==> src/hdl/dcbm_cfg.svh <==
// Purpose: offsets, field positions and reset values of the input block
// Assumes: 32-bit APB, word-aligned registers
// Notes: definitions only
`ifndef DCBM_CFG_SVH
`define DCBM_CFG_SVH

// -----------------------------------------------------------------
// register offsets
// -----------------------------------------------------------------
`define DCBM_ADDR_W 12
`define DCBM_CTRL_OFS 12'h000
`define DCBM_STAT_OFS 12'h004
`define DCBM_SYNC_OFS 12'h008

// -----------------------------------------------------------------
// control fields
// -----------------------------------------------------------------
`define DCBM_CTRL_W 9
`define DCBM_CTRL_RST 9'h000
`define DCBM_SYNCSEL_BIT 0
`define DCBM_CLKOFF_BIT 1
`define DCBM_DUALEN_BIT 2
`define DCBM_BUS_LO 3
`define DCBM_FLAG_BIT 5
`define DCBM_INTERP_LO 6
`define DCBM_EN_BIT 8

// -----------------------------------------------------------------
// status and sync fields
// -----------------------------------------------------------------
`define DCBM_MODE_LO 0
`define DCBM_LEVEL_LO 4
`define DCBM_OVF_BIT 8
`define DCBM_UNF_BIT 9
`define DCBM_SYNC_GO_BIT 0

// -----------------------------------------------------------------
// data path
// -----------------------------------------------------------------
`define DCBM_SAMPLE_W 16
`define DCBM_FIFO_DEPTH 8
`define DCBM_FIFO_AW 3
`define DCBM_PER_W 5
`define DCBM_PER_MIN 5'h02

`endif

==> src/hdl/dcbm_pkg.sv <==
// Purpose: types shared by the input block
// Assumes: nothing
// Notes: one-hot state codes
package dcbm_pkg;

  typedef enum logic [3:0] {
    DCBM_MODE_OFF  = 4'h1,
    DCBM_MODE_SYNC = 4'h2,
    DCBM_MODE_DUAL = 4'h4,
    DCBM_MODE_EXT  = 4'h8
  } dcbm_mode_t;

  typedef enum logic [1:0] {
    DCBM_BUS_DUAL  = 2'h0,
    DCBM_BUS_ILV_A = 2'h1,
    DCBM_BUS_ILV_B = 2'h2,
    DCBM_BUS_HALF  = 2'h3
  } dcbm_bus_t;

  typedef enum logic [1:0] {
    DCBM_PH_A = 2'h1,
    DCBM_PH_B = 2'h2
  } dcbm_phase_t;

endpackage

==> src/hdl/dcbm_top.sv <==
// Purpose: input clocking, bus routing and sample pairing of a dual DAC
// Assumes: pin inputs synchronous to pclk; pclk is the sample clock
// Notes: fifo and top share this file
`timescale 1ns/1ps
`default_nettype none
`include "dcbm_cfg.svh"

// -----------------------------------------------------------------
// sample fifo
// -----------------------------------------------------------------
module dcbm_fifo #(
  parameter int WIDTH = 32,
  parameter int DEPTH = `DCBM_FIFO_DEPTH,
  parameter int AW = `DCBM_FIFO_AW
) (
  input wire logic pclk,
  input wire logic presetn,
  input wire logic ce,
  input wire logic flush,
  input wire logic single_entry,
  input wire logic in_valid,
  output logic in_ready,
  input wire logic [WIDTH-1:0] in_data,
  output logic out_valid,
  input wire logic out_ready,
  output logic [WIDTH-1:0] out_data,
  output logic [AW:0] level
);
  logic [WIDTH-1:0] mem [DEPTH];
  logic [AW-1:0] wr_ptr_ff;
  logic [AW-1:0] rd_ptr_ff;
  logic [AW:0] count_ff;
  logic [AW:0] cap;
  logic push;
  logic pop;

  assign cap = single_entry ? (AW+1)'(1) : (AW+1)'(DEPTH);
  assign in_ready = count_ff < cap;
  assign out_valid = count_ff != '0;
  assign out_data = mem[rd_ptr_ff];
  assign level = count_ff;
  assign push = in_valid & in_ready & ~flush;
  assign pop = out_valid & out_ready & ~flush;

  always_ff @(posedge pclk) begin
    if (ce && push) begin
      mem[wr_ptr_ff] <= in_data;
    end
  end

  always_ff @(posedge pclk or negedge presetn) begin
    if (!presetn) begin
      wr_ptr_ff <= '0;
      rd_ptr_ff <= '0;
      count_ff <= '0;
    end else if (ce) begin
      if (flush) begin
        wr_ptr_ff <= '0;
        rd_ptr_ff <= '0;
        count_ff <= '0;
      end else begin
        if (push) begin
          wr_ptr_ff <= single_entry ? '0 : wr_ptr_ff + 1'b1;
        end
        if (pop) begin
          rd_ptr_ff <= single_entry ? '0 : rd_ptr_ff + 1'b1;
        end
        count_ff <= count_ff + (AW+1)'(push) - (AW+1)'(pop);
      end
    end
  end
endmodule

// -----------------------------------------------------------------
// top
// -----------------------------------------------------------------
// Overview of operation
// - Three control bits pick synchronous dual, plain dual or external clocking.
// - Synchronous dual clocking uses clock alignment and fifo entry zero only.
// - Plain dual clocking runs the fifo as an elastic buffer resynced by sync inputs.
// - External clocking drives the shared pin with a clock at the data rate.
// - Both dual modes take the data-rate clock from the shared pin and its complement.
// - No clock-multiplying mode exists; other bit patterns leave the block idle.
// - Bus select 00 takes channel A from port A and channel B from port B.
// - Bus select 01 or 10 takes one interleaved stream from port A or B and splits it.
// - With the flag select set, a word at the transmit gate rising edge is an A sample.
// - With the flag select clear, the unused port msb marks A by 1 and B by 0.
// - Bus select 11 merges half-rate words from both ports into channel A.
module dcbm_top (
  input wire logic pclk,
  input wire logic presetn,
  input wire logic ce,
  input wire logic psel,
  input wire logic penable,
  input wire logic pwrite,
  input wire logic [`DCBM_ADDR_W-1:0] paddr,
  input wire logic [31:0] pwdata,
  output logic [31:0] prdata,
  output logic pready,
  output logic pslverr,
  input wire logic data_rate_clock,
  input wire logic data_rate_clock_complement,
  input wire logic transmit_gate,
  input wire logic sync_in,
  input wire logic [`DCBM_SAMPLE_W-1:0] port_a_samples,
  input wire logic [`DCBM_SAMPLE_W-1:0] port_b_samples,
  output logic shared_clock_pin_out,
  output logic shared_clock_pin_oe,
  output logic [`DCBM_SAMPLE_W-1:0] path_a_data,
  output logic [`DCBM_SAMPLE_W-1:0] path_b_data,
  output logic path_strobe,
  output dcbm_pkg::dcbm_mode_t clock_mode
);
  import dcbm_pkg::*;

  localparam int SW = `DCBM_SAMPLE_W;
  localparam int PW = `DCBM_PER_W;

  function automatic logic [PW-1:0] dcbm_chan_period(
    input logic [1:0] interp
  );
    dcbm_chan_period = (interp >= 2'h2) ? PW'(8) : PW'(2) << interp;
  endfunction

  function automatic logic [PW-1:0] dcbm_word_period(
    input logic [1:0] interp,
    input dcbm_bus_t bus
  );
    logic [PW-1:0] p;
    p = dcbm_chan_period(interp);
    if (bus == DCBM_BUS_ILV_A || bus == DCBM_BUS_ILV_B) begin
      p = p >> 1;
    end else if (bus == DCBM_BUS_HALF) begin
      p = PW'(p << 1);
    end
    dcbm_word_period = (p < `DCBM_PER_MIN) ? `DCBM_PER_MIN : p;
  endfunction

  function automatic dcbm_mode_t dcbm_mode_of(
    input logic [`DCBM_CTRL_W-1:0] c
  );
    logic [2:0] b;
    b = {c[`DCBM_SYNCSEL_BIT], c[`DCBM_CLKOFF_BIT], c[`DCBM_DUALEN_BIT]};
    dcbm_mode_of = (b == 3'h7) ? DCBM_MODE_SYNC
      : (b == 3'h3) ? DCBM_MODE_DUAL
      : (b == 3'h0) ? DCBM_MODE_EXT
      : DCBM_MODE_OFF;
  endfunction

  // -----------------------------------------------------------------
  // apb slave
  // -----------------------------------------------------------------
  logic [`DCBM_CTRL_W-1:0] ctrl_ff;
  logic [31:0] prdata_ff;
  logic pready_ff;
  logic pslverr_ff;
  logic ovf_ff;
  logic unf_ff;
  logic [`DCBM_FIFO_AW:0] level;
  logic acc;
  logic done;
  logic hit_ctrl;
  logic hit_stat;
  logic hit_sync;
  logic hit_any;
  logic wr_ctrl;
  logic wr_stat;
  logic sync_req;
  logic [31:0] stat_word;
  logic [31:0] nxt_prdata;

  assign acc = psel & penable;
  assign done = acc & pready_ff;
  assign hit_ctrl = paddr == `DCBM_CTRL_OFS;
  assign hit_stat = paddr == `DCBM_STAT_OFS;
  assign hit_sync = paddr == `DCBM_SYNC_OFS;
  assign hit_any = hit_ctrl | hit_stat | hit_sync;
  assign wr_ctrl = done & pwrite & hit_ctrl;
  assign wr_stat = done & pwrite & hit_stat;
  assign sync_req = sync_in
    | (done & pwrite & hit_sync & pwdata[`DCBM_SYNC_GO_BIT]);
  assign stat_word = {22'h0, unf_ff, ovf_ff,
    level, 4'(clock_mode)};
  assign nxt_prdata = hit_ctrl ? {23'h0, ctrl_ff}
    : hit_stat ? stat_word : 32'h0;

  always_ff @(posedge pclk or negedge presetn) begin
    if (!presetn) begin
      pready_ff <= 1'b0;
      prdata_ff <= 32'h0;
      pslverr_ff <= 1'b0;
    end else if (ce) begin
      pready_ff <= acc & ~pready_ff;
      prdata_ff <= (acc & ~pready_ff & ~pwrite) ? nxt_prdata : 32'h0;
      pslverr_ff <= acc & ~pready_ff & ~hit_any;
    end
  end

  always_ff @(posedge pclk or negedge presetn) begin
    if (!presetn) begin
      ctrl_ff <= `DCBM_CTRL_RST;
    end else if (ce && wr_ctrl) begin
      ctrl_ff <= pwdata[`DCBM_CTRL_W-1:0];
    end
  end

  assign prdata = prdata_ff;
  assign pready = pready_ff;
  assign pslverr = pslverr_ff;

  // -----------------------------------------------------------------
  // clock mode decode
  // -----------------------------------------------------------------
  logic [`DCBM_CTRL_W-1:0] nxt_ctrl;
  logic [1:0] interp;
  logic flag_sel;
  logic run;
  dcbm_bus_t bus;
  dcbm_mode_t mode;
  dcbm_mode_t clock_mode_ff;

  assign nxt_ctrl = wr_ctrl ? pwdata[`DCBM_CTRL_W-1:0] : ctrl_ff;
  assign mode = dcbm_mode_of(ctrl_ff);
  assign bus = dcbm_bus_t'(ctrl_ff[`DCBM_BUS_LO +: 2]);
  assign interp = ctrl_ff[`DCBM_INTERP_LO +: 2];
  assign flag_sel = ctrl_ff[`DCBM_FLAG_BIT];
  assign run = ctrl_ff[`DCBM_EN_BIT] & (mode != DCBM_MODE_OFF);
  always_ff @(posedge pclk or negedge presetn) begin
    if (!presetn) begin
      clock_mode_ff <= DCBM_MODE_EXT;
    end else if (ce) begin
      clock_mode_ff <= dcbm_mode_of(nxt_ctrl);
    end
  end

  assign clock_mode = clock_mode_ff;

  // -----------------------------------------------------------------
  // word strobe: pin clock or own divider
  // -----------------------------------------------------------------
  logic drc_ff;
  logic drc_level;
  logic drc_rise;
  logic [PW-1:0] div_ff;
  logic [PW-1:0] word_per;
  logic div_wrap;
  logic clk_out_ff;
  logic oe_ff;
  logic strobe;
  logic is_dual_mode;

  assign is_dual_mode = (mode == DCBM_MODE_SYNC) | (mode == DCBM_MODE_DUAL);
  assign drc_level = data_rate_clock & ~data_rate_clock_complement;
  assign drc_rise = drc_level & ~drc_ff;
  assign word_per = dcbm_word_period(interp, bus);
  assign div_wrap = div_ff >= word_per - 1'b1;
  assign strobe = run & (is_dual_mode ? drc_rise
    : div_wrap);

  always_ff @(posedge pclk or negedge presetn) begin
    if (!presetn) begin
      drc_ff <= 1'b0;
      div_ff <= '0;
      clk_out_ff <= 1'b0;
      oe_ff <= 1'b0;
    end else if (ce) begin
      drc_ff <= drc_level;
      div_ff <= (div_wrap | ~run) ? '0 : div_ff + 1'b1;
      clk_out_ff <= run & (mode == DCBM_MODE_EXT)
        & (div_ff < (word_per >> 1));
      oe_ff <= mode == DCBM_MODE_EXT;
    end
  end

  assign shared_clock_pin_out = clk_out_ff;
  assign shared_clock_pin_oe = oe_ff;

  // -----------------------------------------------------------------
  // bus routing and a/b pairing
  // -----------------------------------------------------------------
  dcbm_phase_t phase_ff;
  logic [SW-1:0] held_a_ff;
  logic gate_ff;
  logic ilv;
  logic [SW-1:0] ilv_word;
  logic flag_msb;
  logic word_is_a;
  logic pair_now;
  logic [2*SW-1:0] pair_word;
  logic [2*SW-1:0] stage_ff;
  logic stage_vld_ff;
  logic fifo_in_ready;
  logic push_ok;
  logic ovf_set;

  assign ilv = (bus == DCBM_BUS_ILV_A) | (bus == DCBM_BUS_ILV_B);
  assign ilv_word = (bus == DCBM_BUS_ILV_B) ? port_b_samples
    : port_a_samples;
  assign flag_msb = (bus == DCBM_BUS_ILV_B) ? port_a_samples[SW-1]
    : port_b_samples[SW-1];
  assign word_is_a = flag_sel
    ? ((transmit_gate & ~gate_ff) | (phase_ff == DCBM_PH_A))
    : flag_msb;
  assign pair_now = strobe & (~ilv
    | (~word_is_a & (phase_ff == DCBM_PH_B)));
  assign pair_word = ilv ? {held_a_ff, ilv_word}
    : {port_a_samples, port_b_samples};
  assign push_ok = ~stage_vld_ff | fifo_in_ready;
  assign ovf_set = pair_now & ~push_ok;

  always_ff @(posedge pclk or negedge presetn) begin
    if (!presetn) begin
      phase_ff <= DCBM_PH_A;
      held_a_ff <= '0;
      gate_ff <= 1'b0;
    end else if (ce) begin
      if (strobe) begin
        gate_ff <= transmit_gate;
      end
      if (!run || !ilv) begin
        phase_ff <= DCBM_PH_A;
      end else if (strobe) begin
        unique case (phase_ff)
          DCBM_PH_A: begin
            if (word_is_a) begin
              held_a_ff <= ilv_word;
              phase_ff <= DCBM_PH_B;
            end
          end
          DCBM_PH_B: begin
            if (word_is_a) begin
              held_a_ff <= ilv_word;
            end else begin
              phase_ff <= DCBM_PH_A;
            end
          end
        endcase
      end
    end
  end

  always_ff @(posedge pclk or negedge presetn) begin
    if (!presetn) begin
      stage_ff <= '0;
      stage_vld_ff <= 1'b0;
    end else if (ce) begin
      if (!run) begin
        stage_vld_ff <= 1'b0;
      end else if (pair_now && push_ok) begin
        stage_ff <= pair_word;
        stage_vld_ff <= 1'b1;
      end else if (fifo_in_ready) begin
        stage_vld_ff <= 1'b0;
      end
    end
  end

  // -----------------------------------------------------------------
  // fifo and sample-rate read side
  // -----------------------------------------------------------------
  logic fifo_out_valid;
  logic [2*SW-1:0] fifo_out_data;
  logic pop;
  logic tick;
  logic [PW-1:0] rd_cnt_ff;
  logic rd_wrap;
  logic half_sel_ff;
  logic unf_set;
  logic is_half;

  assign is_half = bus == DCBM_BUS_HALF;
  assign rd_wrap = rd_cnt_ff >= dcbm_chan_period(interp) - 1'b1;
  assign tick = run & ((mode == DCBM_MODE_SYNC) ? fifo_out_valid
    : rd_wrap);
  assign pop = tick & (~is_half | half_sel_ff);
  assign unf_set = tick & ~fifo_out_valid;

  dcbm_fifo #(
    .WIDTH(2*SW),
    .DEPTH(`DCBM_FIFO_DEPTH),
    .AW(`DCBM_FIFO_AW)
  ) u_fifo (
    .pclk(pclk),
    .presetn(presetn),
    .ce(ce),
    .flush(~run | sync_req),
    .single_entry(mode == DCBM_MODE_SYNC),
    .in_valid(stage_vld_ff),
    .in_ready(fifo_in_ready),
    .in_data(stage_ff),
    .out_valid(fifo_out_valid),
    .out_ready(pop),
    .out_data(fifo_out_data),
    .level(level)
  );

  always_ff @(posedge pclk or negedge presetn) begin
    if (!presetn) begin
      rd_cnt_ff <= '0;
      half_sel_ff <= 1'b0;
      path_a_data <= '0;
      path_b_data <= '0;
      path_strobe <= 1'b0;
      ovf_ff <= 1'b0;
      unf_ff <= 1'b0;
    end else if (ce) begin
      rd_cnt_ff <= (rd_wrap | ~run | sync_req) ? '0
        : rd_cnt_ff + 1'b1;
      if (!run || sync_req || !is_half) begin
        half_sel_ff <= 1'b0;
      end else if (tick && fifo_out_valid) begin
        half_sel_ff <= ~half_sel_ff;
      end
      path_strobe <= tick & fifo_out_valid;
      if (tick && fifo_out_valid) begin
        if (is_half) begin
          path_a_data <= half_sel_ff ? fifo_out_data[SW-1:0]
            : fifo_out_data[2*SW-1:SW];
          path_b_data <= '0;
        end else begin
          path_a_data <= fifo_out_data[2*SW-1:SW];
          path_b_data <= fifo_out_data[SW-1:0];
        end
      end
      ovf_ff <= ovf_set | (ovf_ff & ~(wr_stat & pwdata[`DCBM_OVF_BIT]));
      unf_ff <= unf_set | (unf_ff & ~(wr_stat & pwdata[`DCBM_UNF_BIT]));
    end
  end
endmodule

`default_nettype wire

==> config.mk <==
export PLATFORM = sky130hd
export DESIGN_NAME = dcbm_top
export DESIGN_NICKNAME = d
export VERILOG_FILES = /design/src/hdl/dcbm_pkg.sv /design/src/hdl/dcbm_top.sv
export VERILOG_INCLUDE_DIRS = /design/src /design/src/hdl
export SDC_FILE = /design/constraint.sdc
export NUM_CORES = 1
export LEC_CHECK = 0
export BUFFER_PORTS_ARGS = -buffer_cell sky130_fd_sc_hd__buf_4
export CAP_MARGIN = 20
export CORE_ASPECT_RATIO = 0.8
export CORE_MARGIN = 3
export CORE_UTILIZATION = 55
export CTS_CLUSTER_SIZE = 20
export DETAILED_ROUTE_END_ITERATION = 10
export PLACE_DENSITY = 0.75
export SKIP_CTS_REPAIR_TIMING = 1
export SLEW_MARGIN = 20
export SYNTH_ARGS = -nofsm -noshare
export SYNTH_HDL_FRONTEND = slang
export SYNTH_SLANG_ARGS = --single-unit
export TNS_END_PERCENT = 100
==> constraint.sdc <==
create_clock -name pclk -period 6.5 [get_ports pclk]
set_input_delay 1.3 -clock pclk [delete_from_list [all_inputs] [get_ports pclk]]
set_output_delay 1.3 -clock pclk [all_outputs]
set_load 0.05 [all_outputs]
==> impl_metrics.toml <==
[status]
status = "completed"

[drt]
wl_per_cell_um = 22.96
vias = 9518
first_iter_violations = 903
postRouteAntennaNets = 0
finalWirelength_mm = 37.08
route.detailed.drc = 0
routed_via_density = 5.893
dr.pass1.iters = 7

[cts]
cts_root_buf = "clkbuf_16"
cts_tree = "done"
numCtsBuffers = 39
h-tree-depth = 2
clockBufferDepth = 3
clock_latency_ns = 0.52
cts.sinks = 392
path_clk_slew_ns = 0.06

[yosys]
ys.flop_type = "edfxtp_1"
synth_area_um2 = 16950
async_reset_ff_share_pct = 34.69
ys_seq_area_share_pct = 65.46
synth_edf_count = 256
yosys_warnings = 0
synth_area_leaders = "edfxtp_1 45%, dfrtp_1 20%, mux4_2 8.5%"
ys_types = 66
avgSynthCellArea_um2 = 15.96
synth_top_cell_area_share_pct = 45.36
ys_ff_latch = 392
synth_cells = 1062
yosysTopAreaCell = "edfxtp_1"

[setup_path]
path_buf_inv = 2
crit_family = "simple AND/OR/NAND/NOR gates"
worstPathArrival_ns = 4.71
crit_top_cell = "ha_1"
cp_num_cells = 14
slowest_stage = "nand3b_4"
max_stage_delay_ns = 0.67
reg2reg_depth = 14
crit_required_ns = 6.90
path_cells = "ha_1 > buf_4 > or2_2 > a21oi_1 > inv_1 > ha_1 > xor2_1 > ha_1 > a21o_1 > a31oi_1 > o211ai_1 > nor3b_4 > nand3b_4 > mux2_4"
end_kind = "flop"
worstSetupPathType = "reg2reg"
worst-path-max-fanout = 33
cp-start-kind = "flop"

[pwr]
netSwitchingPower_mw = 0.9923
p_leak_nw = 6.742
power_density_nw_per_um2 = 256.7
netSwitchingFraction_pct = 19.90
p_seq_share_pct = 53.0
ir_drop_v = 0.0001552
comb_power_share_pct = 2.8
intPower_mw = 3.994
power_frac_clock_pct = 44.3

[finish]
final-seq-area_um2 = 11100
n_antenna_cell = 0
drive_above_1_share_pct = 30.44
fin_nets = 1294
num-fill-cells = 2079
final_cell_area_um2 = 19420
area_delta_synth_final_pct = 14.60
multi_input_area_um2 = 5433
fin_cells = 1615

[min_path]
hold_depth = 2
min_path_type = "reg2reg"

[placed_design]
pre_cts_ws_ns = 1.996
hpwl_mm = 22.32
portBuffers = 114
dp.cells = 1544
gp_congestion = 0.7771
postPlaceCellArea_um2 = 18150

[sta]
hold_slack_ns = 0.4758
hold_violations = 0
finClkSkew_ns = 0.01518
slew_violations = 0
maxSlewHeadroom_pct = 25.71
fin_setup_tns_ns = 0
period_share_pct = 66.35
worst_pin_slew_ns = 1.113
worst_slack_ns = 2.187
rsz0062_at_grt = "no"
fmax_mhz = 231.9
setup_viol = 0
min_period_ns = 4.313

[floorplanning]
initial_core_util_pct = 56.77
die_area_um2 = 32970
die_w_um = 202.3
core-area_um2 = 29850
rows = 56
io_pins = 159
dieHeight_um = 163

[global_routing]
grt_pass1_wl_mm = 57.51
antenna_found_initial = 0
grt_use_total_pct = 22.86
grt_start_max_net_pins = 99
grt_pass1_vias = 9705
grt_overflow = 0

[job]
max_cap_violations = 0
power groups by stage:
stage	Sequential, mW	Clock (mW)	Combinational, mW
2_1_floorplan	2.70	0	0.0692
3_3_place_gp	2.69	0	0.137
3_5_place_dp	2.69	0	0.138
4_1_cts	2.64	2.24	0.139
5_1_grt	2.64	2.34	0.149
6_report	2.64	2.21	0.138
area by class of cell:
class / instances / area share, %
repair buffers: 134 / 5.218
multi-input cells: 586 / 27.97
clock inverters: 8 / 0.3157
inverters: 26 / 0.5025
flip-flops and latches: 392 / 57.15
well taps: 406 / 2.616
clock buffers: 63 / 6.223
cell families after synthesis:
kind of cell	share of synthesized area (%)
AOI/OAI and AO/OA	6.350
xor gates and xnor gates	0.2585
buffers and inverters	3.271
and+or+nand+nor	4.637
muxes	17.79
adders and majority gates	2.185
other	0.04432
DFF	65.46
metrics by stage:
step | utilization, % | power [mW]
after CTS | 65.05 | 5.020
after global placement | 60.76 | 2.827
after floorplan | - | 2.770
final | 65.07 | 4.986
after detailed placement | 60.79 | 2.829
after global routing | 65.07 | 5.126
state kept, by name, indices dropped and copies added, names as in the netlist, 2 cells and up:
register          flops
u_fifo.mem          256
stage_ff             32
held_a_ff            16
path_a_data          16
path_b_data          16
prdata               10
ctrl_ff               9
div_ff                5
rd_cnt_ff             5
clock_mode            4
u_fifo.level          4
u_fifo.rd_ptr_ff      3
u_fifo.wr_ptr_ff      3
phase_ff              2
routing by layer:
metal / track usage (%) / share of wire, % / vias up
li1: - / - / 4289
met5: 0 / 0 / -
met3: 4.076 / 6.5 / 46
met1: 33.63 / 45 / 4864
met2: 36.65 / 48 / 319
met4: 4.658 / 1.5 / 0
layout by cell type (no fill, tap or decap), types with 8 or more instances in the layout:
master,netlist,final
edfxtp_1,256,256
buf_4,26,132
dfrtp_1,134,131
mux4_2,64,64
nand2_1,61,61
mux2_2,58,58
a21oi_1,49,48
mux2i_1,44,44
clkbuf_16,0,41
nor2_1,34,29
mux2_4,29,29
o21ai_0,29,29
ha_1,28,28
inv_1,25,25
conb_1,2,25
a31oi_1,18,18
o2bb2ai_1,17,17
o31ai_1,17,17
nand3_1,13,13
clkbuf_1,29,12
clkbuf_8,0,10
nand2b_1,8,8
worst paths after layout:
kind                       slack [ns]             from             endpoint
setup reg to reg                 2.19       ctrl_ff[3]         stage_ff[29]
setup / recovery                 2.19       ctrl_ff[3]         stage_ff[29]
hold / removal                   0.48  path_a_data[11]      path_a_data[11]
max in group asynchronous        4.45          presetn  u_fifo.rd_ptr_ff[1]
hold reg to reg                  0.48  path_a_data[11]      path_a_data[11]
min in group asynchronous        0.89          presetn            prdata[3]
cells in the mapped netlist, drive strengths merged, types with 6 or more instances:
cell and n:
mux2 91, nor3 10, ha 28, edfxtp 256
dfrtp 134, nand2 62, o21ai 35, nor2 34
mux4 64, a31oi 18, o22ai 6, o31ai 17
inv 26, mux2i 44, buf 52, clkbuf 29
a21o 6, nand3 14, or2 6, o2bb2ai 17
nand2b 8, a21oi 49
tightest hold or removal path, stage by stage, from the launching register on:
cell,delay [ns]
dfrtp_1,0.34
nand2_1,0.05
o21ai_0,0.06
Power figures use the tool's default switching activity.
